===== config.mk =====
export PLATFORM = sky130hd
export DESIGN_NAME = cspc_top
export DESIGN_NICKNAME = d
export VERILOG_FILES = /design/src/hw/cspc_pkg.sv /design/src/hw/cspc_sync.sv /design/src/hw/cspc_gate.sv /design/src/hw/cspc_top.sv
export SDC_FILE = /design/constraint.sdc
export NUM_CORES = 1
export LEC_CHECK = 0
export ABC_AREA = 1
export BUFFER_PORTS_ARGS = -buffer_cell sky130_fd_sc_hd__buf_2
export CORE_MARGIN = 8
export CORE_UTILIZATION = 53
export CTS_CLUSTER_SIZE = 10
export DETAILED_ROUTE_END_ITERATION = 8
export GPL_TIMING_DRIVEN = 0
export PLACE_DENSITY_LB_ADDON = 0.05
export SETUP_SLACK_MARGIN = 0.5
export SLEW_MARGIN = 30
export SYNTH_ARGS = -nofsm -noshare
export SYNTH_HDL_FRONTEND = slang
export SYNTH_SLANG_ARGS = --single-unit

===== constraint.sdc =====
create_clock -name mclk -period 2.06 [get_ports mclk]
set_clock_uncertainty 0.1 [all_clocks]
set_input_delay 0.412 -clock mclk [delete_from_list [all_inputs] [get_ports mclk]]
set_output_delay 0.412 -clock mclk [all_outputs]
set_load 0.005 [all_outputs]

===== src/hw/cspc_pkg.sv =====
package cspc_pkg;

   // Bus address of this device; the value is arbitrary.
   localparam logic [6:0] SLAVE_ADDR      = 7'h69;

   // Byte offsets reached through the command code.
   localparam logic [6:0] OFS_SERIAL_STOP = 7'h03;
   localparam logic [6:0] OFS_STRAP_FIXED = 7'h04;
   localparam logic [6:0] OFS_DRIVE_MODE  = 7'h05;
   localparam logic [6:0] OFS_TEST_STOP   = 7'h06;

   // Command code bit that selects a byte transfer over a block one.
   localparam int         CMD_BYTE_BIT    = 7;
   // Byte count sent first in a block read.
   localparam logic [7:0] BLOCK_COUNT     = 8'h07;

   // Field positions.
   localparam int B4_STRAP_E   = 7;
   localparam int B4_DOT_PD    = 6;
   localparam int B4_FIXED_HI  = 5;
   localparam int B4_FIXED_LO  = 3;
   localparam int B5_SRC_STOP  = 7;
   localparam int B5_SRC_PD    = 3;
   localparam int B5_CPU_HI    = 1;
   localparam int B6_TEST_SEL  = 7;
   localparam int B6_TEST_MODE = 6;
   localparam int B6_STRAP_D   = 5;
   localparam int B6_REF_LOW   = 4;
   localparam int B6_SW_RUN    = 3;
   localparam int B6_STRAP_HI  = 2;

   // Reset values.
   localparam logic [6:0] RST_SERIAL_STOP = 7'h00;
   localparam logic [2:0] RST_FIXED_STOP  = 3'h0;
   localparam logic [2:0] B4_RESERVED     = 3'h7;
   localparam logic       RST_REF_LOW     = 1'b1;
   localparam logic       RST_SW_RUN      = 1'b1;

   // Output clock dividers in mclk cycles, and the bus bit count per byte.
   localparam logic [3:0] DIV_LAST        = 4'hB;
   localparam logic [3:0] BUS_HIGH_FROM   = 4'h6;
   localparam logic [3:0] TEST_HALF_LAST  = 4'h3;
   localparam logic [3:0] BITS_PER_BYTE   = 4'h8;

   typedef enum logic [2:0] {
      ST_IDLE  = 3'b000,
      ST_ADDR  = 3'b001,
      ST_CMD   = 3'b010,
      ST_COUNT = 3'b011,
      ST_WDATA = 3'b100,
      ST_RDATA = 3'b101,
      ST_SKIP  = 3'b110
   } cspc_state_t;

endpackage


===== src/hw/cspc_sync.sv =====
module cspc_sync #(
   parameter int W = 1
) (
   input  wire logic         mclk,
   input  wire logic         rst_n,
   input  wire logic [W-1:0] d,
   output logic      [W-1:0] q
);
   import cspc_pkg::*;

   logic [W-1:0] s1_reg;
   logic [W-1:0] s2_reg;
   logic [W-1:0] s3_reg;

   always_ff @(posedge mclk or negedge rst_n) begin
      if (!rst_n) begin
         s1_reg <= '0;
         s2_reg <= '0;
         s3_reg <= '0;
         q      <= '0;
      end else begin
         s1_reg <= d;
         s2_reg <= s1_reg;
         s3_reg <= s2_reg;
         // A new level counts only once two stages agree on it.
         for (int i = 0; i < W; i++) begin
            if (s2_reg[i] == s3_reg[i]) begin
               q[i] <= s3_reg[i];
            end
         end
      end
   end
endmodule


===== src/hw/cspc_gate.sv =====
module cspc_gate #(
   parameter int N = 1
) (
   input  wire logic         mclk,
   input  wire logic         rst_n,
   input  wire logic         src_level,
   input  wire logic [N-1:0] stop_req,
   output logic      [N-1:0] clk_out,
   output logic      [N-1:0] stopped
);
   import cspc_pkg::*;

   // Stop state may change only while the source is low, so an output
   // always ends on a whole low phase and restarts on a whole high one.
   always_ff @(posedge mclk or negedge rst_n) begin
      if (!rst_n) begin
         stopped <= '0;
      end else if (!src_level) begin
         stopped <= stop_req;
      end
   end

   always_ff @(posedge mclk or negedge rst_n) begin
      if (!rst_n) begin
         clk_out <= '0;
      end else begin
         clk_out <= {N{src_level}} & ~stopped;
      end
   end
endmodule


===== src/hw/cspc_top.sv =====
module cspc_top (
   input  wire logic       mclk,
   input  wire logic       rst_n,
   input  wire logic       scl_pin,
   input  wire logic       sda_pin_in,
   output logic            sda_pin_out,
   output logic            sda_pin_oe,
   input  wire logic       freq_strap_first,
   input  wire logic       freq_strap_second,
   input  wire logic       freq_strap_third,
   input  wire logic       freq_strap_fourth,
   input  wire logic       freq_strap_fifth,
   input  wire logic       power_good_input_n,
   input  wire logic       power_down_input,
   output logic      [7:1] serial_ref_true,
   output logic      [7:1] serial_ref_comp,
   output logic      [7:1] serial_ref_oe,
   output logic      [2:0] fixed_bus_clk,
   output logic      [2:0] fixed_bus_oe,
   output logic      [5:0] bus_clk,
   output logic      [5:0] bus_clk_oe,
   output logic            display_96mhz_oe,
   output logic      [1:0] cpu_pair_oe,
   output logic            ref_drive_low
);
   import cspc_pkg::*;

   logic [8:0]  pins_s;
   logic        scl_s;
   logic        sda_s;
   logic        pd_s;
   logic        pg_n_s;
   logic [4:0]  strap_s;
   logic        scl_prev;
   logic        sda_prev;
   logic        pg_n_prev;
   logic        scl_rise;
   logic        scl_fall;
   logic        start_det;
   logic        stop_det;

   cspc_state_t state_reg;
   logic [3:0]  bit_cnt_reg;
   logic        ack_phase_reg;
   logic        sda_low_reg;
   logic [7:0]  rx_reg;
   logic [7:0]  tx_reg;
   logic [6:0]  ptr_reg;
   logic        block_reg;
   logic        first_rd_reg;
   logic        nack_reg;
   logic        byte_done;
   logic        wr_en;
   logic        count_first;
   logic [7:0]  next_tx;

   logic [7:1]  serial_stop_en_reg;
   logic [2:0]  fixed_stop_en_reg;
   logic        dot_pd_tri_reg;
   logic        src_stop_tri_reg;
   logic        src_pd_tri_reg;
   logic [1:0]  cpu_pd_tri_reg;
   logic        test_sel_reg;
   logic        test_mode_reg;
   logic        ref_low_reg;
   logic        sw_run_reg;
   logic [4:0]  strap_reg;

   logic [3:0]  div_cnt_reg;
   logic [3:0]  test_cnt_reg;
   logic        test_level_reg;
   logic        test_ref_reg;
   logic        src_level;
   logic        bus_level;
   logic        stop_active;
   logic        test_tri;
   logic        test_ref;
   logic [7:1]  src_req;
   logic [7:1]  src_out;
   logic [7:1]  src_stopped;
   logic [8:0]  bus_req;
   logic [8:0]  bus_out;
   logic [8:0]  bus_stopped;

   cspc_sync #(
      .W (9)
   ) u_sync (
      .mclk  (mclk),
      .rst_n (rst_n),
      .d     ({scl_pin, sda_pin_in, power_down_input, power_good_input_n,
               freq_strap_fifth, freq_strap_fourth, freq_strap_third,
               freq_strap_second, freq_strap_first}),
      .q     (pins_s)
   );

   assign scl_s   = pins_s[8];
   assign sda_s   = pins_s[7];
   assign pd_s    = pins_s[6];
   assign pg_n_s  = pins_s[5];
   assign strap_s = pins_s[4:0];

   always_ff @(posedge mclk or negedge rst_n) begin
      if (!rst_n) begin
         scl_prev  <= 1'b1;
         sda_prev  <= 1'b1;
         pg_n_prev <= 1'b1;
      end else begin
         scl_prev  <= scl_s;
         sda_prev  <= sda_s;
         pg_n_prev <= pg_n_s;
      end
   end

   assign scl_rise  = scl_s & ~scl_prev;
   assign scl_fall  = ~scl_s & scl_prev;
   assign start_det = scl_s & scl_prev & sda_prev & ~sda_s;
   assign stop_det  = scl_s & scl_prev & ~sda_prev & sda_s;
   assign byte_done = scl_fall & ~ack_phase_reg
                      & (bit_cnt_reg == BITS_PER_BYTE);
   assign wr_en     = byte_done & (state_reg == ST_WDATA)
                      & ~start_det & ~stop_det;
   assign count_first = first_rd_reg & block_reg;
   // A process rather than an assign, so a change to any register that
   // the function reads refreshes the byte about to be sent.
   always_comb begin
      next_tx = count_first ? BLOCK_COUNT : reg_read(ptr_reg);
   end

   function automatic logic [7:0] reg_read(input logic [6:0] ofs);
      logic [7:0] v;
      v = 8'h00;
      unique case (ofs)
         OFS_SERIAL_STOP: v = {serial_stop_en_reg, 1'b0};
         OFS_STRAP_FIXED: v = {strap_reg[4], dot_pd_tri_reg,
                               fixed_stop_en_reg, B4_RESERVED};
         OFS_DRIVE_MODE:  v = {src_stop_tri_reg, 3'h0,
                               src_pd_tri_reg, 1'b0, cpu_pd_tri_reg};
         OFS_TEST_STOP:   v = {test_sel_reg, test_mode_reg,
                               strap_reg[3], ref_low_reg, sw_run_reg,
                               strap_reg[2:0]};
         default:         v = 8'h00;
      endcase
      return v;
   endfunction

   // Straps are caught when power-good is asserted.
   always_ff @(posedge mclk or negedge rst_n) begin
      if (!rst_n) begin
         strap_reg <= 5'h00;
      end else if (pg_n_prev & ~pg_n_s) begin
         strap_reg <= strap_s;
      end
   end

   always_ff @(posedge mclk or negedge rst_n) begin
      if (!rst_n) begin
         state_reg     <= ST_IDLE;
         bit_cnt_reg   <= 4'h0;
         ack_phase_reg <= 1'b0;
         sda_low_reg   <= 1'b0;
         rx_reg        <= 8'h00;
         tx_reg        <= 8'h00;
         ptr_reg       <= 7'h00;
         block_reg     <= 1'b0;
         first_rd_reg  <= 1'b0;
         nack_reg      <= 1'b0;
      end else if (start_det) begin
         state_reg     <= ST_ADDR;
         bit_cnt_reg   <= 4'h0;
         ack_phase_reg <= 1'b0;
         sda_low_reg   <= 1'b0;
      end else if (stop_det) begin
         state_reg     <= ST_IDLE;
         ack_phase_reg <= 1'b0;
         sda_low_reg   <= 1'b0;
      end else if (state_reg != ST_IDLE && state_reg != ST_SKIP) begin
         if (scl_rise) begin
            if (!ack_phase_reg && bit_cnt_reg != BITS_PER_BYTE) begin
               rx_reg      <= {rx_reg[6:0], sda_s};
               bit_cnt_reg <= bit_cnt_reg + 4'h1;
            end else if (ack_phase_reg) begin
               nack_reg <= sda_s;
            end
         end else if (byte_done) begin
            ack_phase_reg <= 1'b1;
            sda_low_reg   <= 1'b1;
            unique case (state_reg)
               ST_ADDR: begin
                  if (rx_reg[7:1] != SLAVE_ADDR) begin
                     state_reg   <= ST_SKIP;
                     sda_low_reg <= 1'b0;
                  end else if (rx_reg[0]) begin
                     state_reg    <= ST_RDATA;
                     first_rd_reg <= 1'b1;
                  end else begin
                     state_reg <= ST_CMD;
                  end
               end
               ST_CMD: begin
                  ptr_reg   <= rx_reg[6:0];
                  block_reg <= ~rx_reg[CMD_BYTE_BIT];
                  state_reg <= rx_reg[CMD_BYTE_BIT] ? ST_WDATA : ST_COUNT;
               end
               ST_COUNT: begin
                  state_reg <= ST_WDATA;
               end
               ST_WDATA: begin
                  ptr_reg <= ptr_reg + 7'h01;
               end
               ST_RDATA: begin
                  sda_low_reg <= 1'b0;
               end
               default: begin
                  state_reg   <= ST_SKIP;
                  sda_low_reg <= 1'b0;
               end
            endcase
         end else if (scl_fall && ack_phase_reg) begin
            ack_phase_reg <= 1'b0;
            bit_cnt_reg   <= 4'h0;
            sda_low_reg   <= 1'b0;
            if (state_reg == ST_RDATA) begin
               if (nack_reg && !first_rd_reg) begin
                  state_reg <= ST_SKIP;
               end else begin
                  tx_reg       <= next_tx;
                  sda_low_reg  <= ~next_tx[7];
                  first_rd_reg <= 1'b0;
                  if (!count_first) begin
                     ptr_reg <= ptr_reg + 7'h01;
                  end
               end
            end
         end else if (scl_fall && state_reg == ST_RDATA) begin
            sda_low_reg <= ~tx_reg[3'(4'h7 - bit_cnt_reg)];
         end
      end
   end

   assign sda_pin_out = 1'b0;
   assign sda_pin_oe  = sda_low_reg;

   // Reserved and strap copy bits are not stored.
   always_ff @(posedge mclk or negedge rst_n) begin
      if (!rst_n) begin
         serial_stop_en_reg <= RST_SERIAL_STOP;
         fixed_stop_en_reg  <= RST_FIXED_STOP;
         dot_pd_tri_reg     <= 1'b0;
         src_stop_tri_reg   <= 1'b0;
         src_pd_tri_reg     <= 1'b0;
         cpu_pd_tri_reg     <= 2'h0;
         test_sel_reg       <= 1'b0;
         test_mode_reg      <= 1'b0;
         ref_low_reg        <= RST_REF_LOW;
         sw_run_reg         <= RST_SW_RUN;
      end else if (wr_en) begin
         unique case (ptr_reg)
            OFS_SERIAL_STOP: begin
               serial_stop_en_reg <= rx_reg[7:1];
            end
            OFS_STRAP_FIXED: begin
               dot_pd_tri_reg    <= rx_reg[B4_DOT_PD];
               fixed_stop_en_reg <= rx_reg[B4_FIXED_HI:B4_FIXED_LO];
            end
            OFS_DRIVE_MODE: begin
               src_stop_tri_reg <= rx_reg[B5_SRC_STOP];
               src_pd_tri_reg   <= rx_reg[B5_SRC_PD];
               cpu_pd_tri_reg   <= rx_reg[B5_CPU_HI:0];
            end
            OFS_TEST_STOP: begin
               test_sel_reg  <= rx_reg[B6_TEST_SEL];
               test_mode_reg <= rx_reg[B6_TEST_MODE];
               ref_low_reg   <= rx_reg[B6_REF_LOW];
               sw_run_reg    <= rx_reg[B6_SW_RUN];
            end
            default: begin
            end
         endcase
      end
   end

   // One counter times both output families so their edges line up.
   always_ff @(posedge mclk or negedge rst_n) begin
      if (!rst_n) begin
         div_cnt_reg <= 4'h0;
      end else if (div_cnt_reg == DIV_LAST) begin
         div_cnt_reg <= 4'h0;
      end else begin
         div_cnt_reg <= div_cnt_reg + 4'h1;
      end
   end

   always_ff @(posedge mclk or negedge rst_n) begin
      if (!rst_n) begin
         test_cnt_reg   <= 4'h0;
         test_level_reg <= 1'b0;
      end else if (test_cnt_reg == TEST_HALF_LAST) begin
         test_cnt_reg   <= 4'h0;
         test_level_reg <= ~test_level_reg;
      end else begin
         test_cnt_reg <= test_cnt_reg + 4'h1;
      end
   end

   // The test clock source is swapped in or out only where both the
   // divided and the test clock have just begun a low phase, so the
   // switch never leaves a short pulse on an output.
   always_ff @(posedge mclk or negedge rst_n) begin
      if (!rst_n) begin
         test_ref_reg <= 1'b0;
      end else if (div_cnt_reg == 4'h0 && test_cnt_reg == 4'h0
                   && !test_level_reg) begin
         test_ref_reg <= test_mode_reg & test_sel_reg;
      end
   end

   assign src_level   = div_cnt_reg[1];
   assign bus_level   = (div_cnt_reg >= BUS_HIGH_FROM);
   assign stop_active = ~sw_run_reg;
   assign test_tri    = test_mode_reg & ~test_sel_reg;
   assign test_ref    = test_ref_reg;
   assign src_req     = {7{pd_s}}
                        | ({7{stop_active}} & serial_stop_en_reg);
   assign bus_req     = {9{pd_s}}
                        | ({9{stop_active}}
                           & {fixed_stop_en_reg, 6'h3F});

   cspc_gate #(
      .N (7)
   ) u_src_gate (
      .mclk      (mclk),
      .rst_n     (rst_n),
      .src_level (src_level),
      .stop_req  (src_req),
      .clk_out   (src_out),
      .stopped   (src_stopped)
   );

   cspc_gate #(
      .N (9)
   ) u_bus_gate (
      .mclk      (mclk),
      .rst_n     (rst_n),
      .src_level (bus_level),
      .stop_req  (bus_req),
      .clk_out   (bus_out),
      .stopped   (bus_stopped)
   );

   always_ff @(posedge mclk or negedge rst_n) begin
      if (!rst_n) begin
         serial_ref_true  <= 7'h00;
         serial_ref_comp  <= 7'h7F;
         serial_ref_oe    <= 7'h7F;
         fixed_bus_clk    <= 3'h0;
         fixed_bus_oe     <= 3'h7;
         bus_clk          <= 6'h00;
         bus_clk_oe       <= 6'h3F;
         display_96mhz_oe <= 1'b1;
         cpu_pair_oe      <= 2'h3;
         ref_drive_low    <= RST_REF_LOW;
      end else begin
         serial_ref_true <= test_ref ? {7{test_level_reg}} : src_out;
         serial_ref_comp <= test_ref ? {7{~test_level_reg}} : ~src_out;
         serial_ref_oe   <= ~({7{test_tri}}
                              | (src_stopped & {7{stop_active & ~pd_s
                                                  & src_stop_tri_reg}})
                              | {7{pd_s & src_pd_tri_reg}});
         fixed_bus_clk   <= test_ref ? {3{test_level_reg}} : bus_out[8:6];
         fixed_bus_oe    <= ~{3{test_tri}};
         bus_clk         <= test_ref ? {6{test_level_reg}} : bus_out[5:0];
         bus_clk_oe      <= ~{6{test_tri}};
         display_96mhz_oe <= ~(test_tri | (pd_s & dot_pd_tri_reg));
         cpu_pair_oe     <= ~({2{test_tri}}
                              | ({2{pd_s}} & cpu_pd_tri_reg));
         ref_drive_low   <= ref_low_reg;
      end
   end
endmodule


==> impl_metrics.csv <==
group,metric,value,unit
yosys,synthFlopType,"dfrtp_1",
yosys,synth_area,6490,µm²
clock_tree,clock-root-buffer,"clkbuf_16",
routing,dr_total_vias,4900,
global_route,grt_antenna_before_repair,0,
hold_path,min_path_type,"reg2reg",
yosys,netlist_top_cells_area,"dfrtp_1 (52%), dfstp_2 (9.7%), nand2_1 (8.6%)",
floorplan,core_area,12000,µm²
routing,routedWlPerCell,14.9,µm
routing,drc,0,
pwr,powerDensity,912,nW/µm²
floorplan,rows,40,
clock_tree,clk_latency,0.41,ns
yosys,yosysTopAreaCell,"dfrtp_1",
yosys,synth_edf_count,0,
clock_tree,cts_buffer_depth,2,
setup_path,path_class,"reg2reg",
clock_tree,numCtsBuffers,17,
placed_design,hpwl,8.89,mm
final_layout,num-nets-final,809,
placed_design,place.gp.congestion,0.904,
yosys,yosysSeqAreaShare,62.1,%
global_route,grt_pass1_wl,23.4,mm
final_layout,drive_gt1_share,34.3,%
final_layout,fin_util,72.3,%
floorplan,die_x,127,µm
routing,drt_iter0_drc,337,
clock_tree,cts_tree,"done",
global_route,grt_max_degree,85,
yosys,synth_most_common_cell,"nand2_1",
run_status,status,"finished clean",
routing,vias_per_cell,5.17,
global_route,grt_overflow,0,
timing,setup_viol,0,
timing,drv_slew,0,
setup_path,path_max_fanout,6,
global_route,first_global_vias,4981,
floorplan,dieArea,16100,µm²
placed_design,dp.cells,866,
timing,period_minus_slack,2.03,ns
yosys,postSynthAreaPerCell,9.78,µm²
global_route,grt.total_usage,18.2,%
floorplan,die_y,127,µm
final_layout,area_delta_synth_final,33.8,%
timing,rsz0062_at_grt,"true",
yosys,yosysWarnings,0,
yosys,yosys.cell_types.count,38,
flow_run,max_cap_viol_count,0,
pwr,leakage,0.00409,µW
yosys,synth_top_area_share,52.4,%
timing,relSlewSlack,66.7,%
timing,timing.final.crit_share,98.4,%
clock_tree,clock_sinks,160,
timing,finalHoldViolCount,0,
floorplan,num_io_pins,56,
yosys,synth_seq_cells,160,
yosys,synthArstFlopShare,100,%
pwr,ir_drop,0.923,mV
timing,timing.fmax,493,MHz
timing,worst_pin_slew,0.498,ns
floorplan,start_util,54.1,%
yosys,synthTopCellsByCount,"nand2_1 (149), dfrtp_1 (136), inv_1 (83)",
clock_tree,clk_pin_slew_worst_paths,0.06,ns
setup_path,cp.required,2.25,ns
routing,antenna_left,0,
clock_tree,htreeDepth,4,
setup_path,crit_arrival,2.22,ns
setup_path,setup.worst_path.start_class,"flop",
placed_design,io_buffers,54,
yosys,syn_nets,686,
final_layout,diodes,0,
routing,finalWirelength,14.1,mm
yosys,synthCells,664,
final_layout,fin_cells,947,
setup_path,cp-end-kind,"flop",
routing,firstDrtPassIters,4,
## power by group
group,switching (µW),leakage [µW],total [µW],internal [µW]
combinational,772,0.00184,1310,538
clock,1160,0.000275,3010,1840
sequential,191,0.00198,3610,3420
total,2130,0.00409,7920,5800
## final timing paths
path                                        from  cells past startpoint                     to  slack [ns]
worst min-delay path            u_sync.s1_reg[4]                      0       u_sync.s2_reg[4]        0.25
worst max register to register    bit_cnt_reg[0]                     13  serial_stop_en_reg[5]        0.03
min in group asynchronous                  rst_n                      2         div_cnt_reg[2]        0.42
worst min register to register  u_sync.s1_reg[4]                      0       u_sync.s2_reg[4]        0.25
worst max-delay path              bit_cnt_reg[0]                     13  serial_stop_en_reg[5]        0.03
max in group asynchronous                  rst_n                      3               sda_prev        0.69
## critical path, stage by stage (launching register included)
cell and delay [ns]:
dfrtp_1 0.38, clkbuf_8 0.14, clkinv_4 0.05, ha_4 0.12
nand2_2 0.04, nor2_2 0.12, nand3_2 0.13, inv_4 0.12
nand3_4 0.09, nor2_4 0.23, nand2_4 0.11, buf_8 0.15
nand2_4 0.05, o21ai_2 0.05
## layout by cell type (no fill, tap or decap), types with 24 or more instances in the layout
cell type / Yosys / layout
nor2_1: 42 / 35
nand2_1: 149 / 121
buf_6: 1 / 57
buf_4: 15 / 27
dfstp_2: 24 / 24
o21ai_0: 51 / 30
nand3_1: 39 / 33
a21oi_1: 39 / 33
buf_2: 2 / 25
inv_1: 83 / 68
dfrtp_1: 136 / 133
## metal layers
layer	vias up	part of all wire, %	global-route usage [%]
met5	-	0	0
met2	131	50	30.0
li1	2359	-	-
met4	0	2.6	7.63
met3	33	5.4	5.78
met1	2377	42	21.7
## stage by stage
stage                     hold slack (ns)  power, µW  instance area (µm²)  setup WS [ns]  setup TNS, ns
after floorplan                    0.0164       4220                 6540          0.179              0
after global placement              0.233       4530                 6990          -1.73        -256.59
after detailed placement            0.235       4570                 7030         -0.109          -1.78
after CTS                           0.248       7810                 8240          0.103              0
after global routing                0.251       8300                 8690        -0.0613         -0.646
final                               0.245       7920                 8690         0.0324              0
## cells by family (layout without fill, tap and decap cells)
group                    Yosys count  in the layout  share of synthesized area, %
adder cells (fa/ha/maj)           20             20                          3.51
other                              1              1                        0.0577
AND/OR/NAND/NOR                  254            254                          16.7
multiplexers                       5              5                         0.867
flip-flops                       160            160                          62.1
XOR/XNOR                           6              6                         0.809
AO/OA/AOI/OAI                    109            109                          8.61
buffers and inverters            109            245                          7.32
## final cells by class
cell class                      instances  area (µm²)
Buffer                                 24         258
Clock buffer                           25         475
Clock inverter                          7        87.6
Fill cell                             847        3330
Inverter                               85         332
Multi-Input combinational cell        395        2370
Sequential cell                       160        4040
Tap cell                              147         184
Timing Repair Buffer                  104         940
## repair_timing
item | CTS | global route
gates cloned | 2 | 1
pin swaps | 18 | 15
setup buffers | 28 | 8
gates resized for setup | 105 | 96
hold buffers | 10 | 0
setup endpoints to repair | 81 | 182
endpoints found under the hold margin | 65 | 0
(Power assumes the default switching activity.)
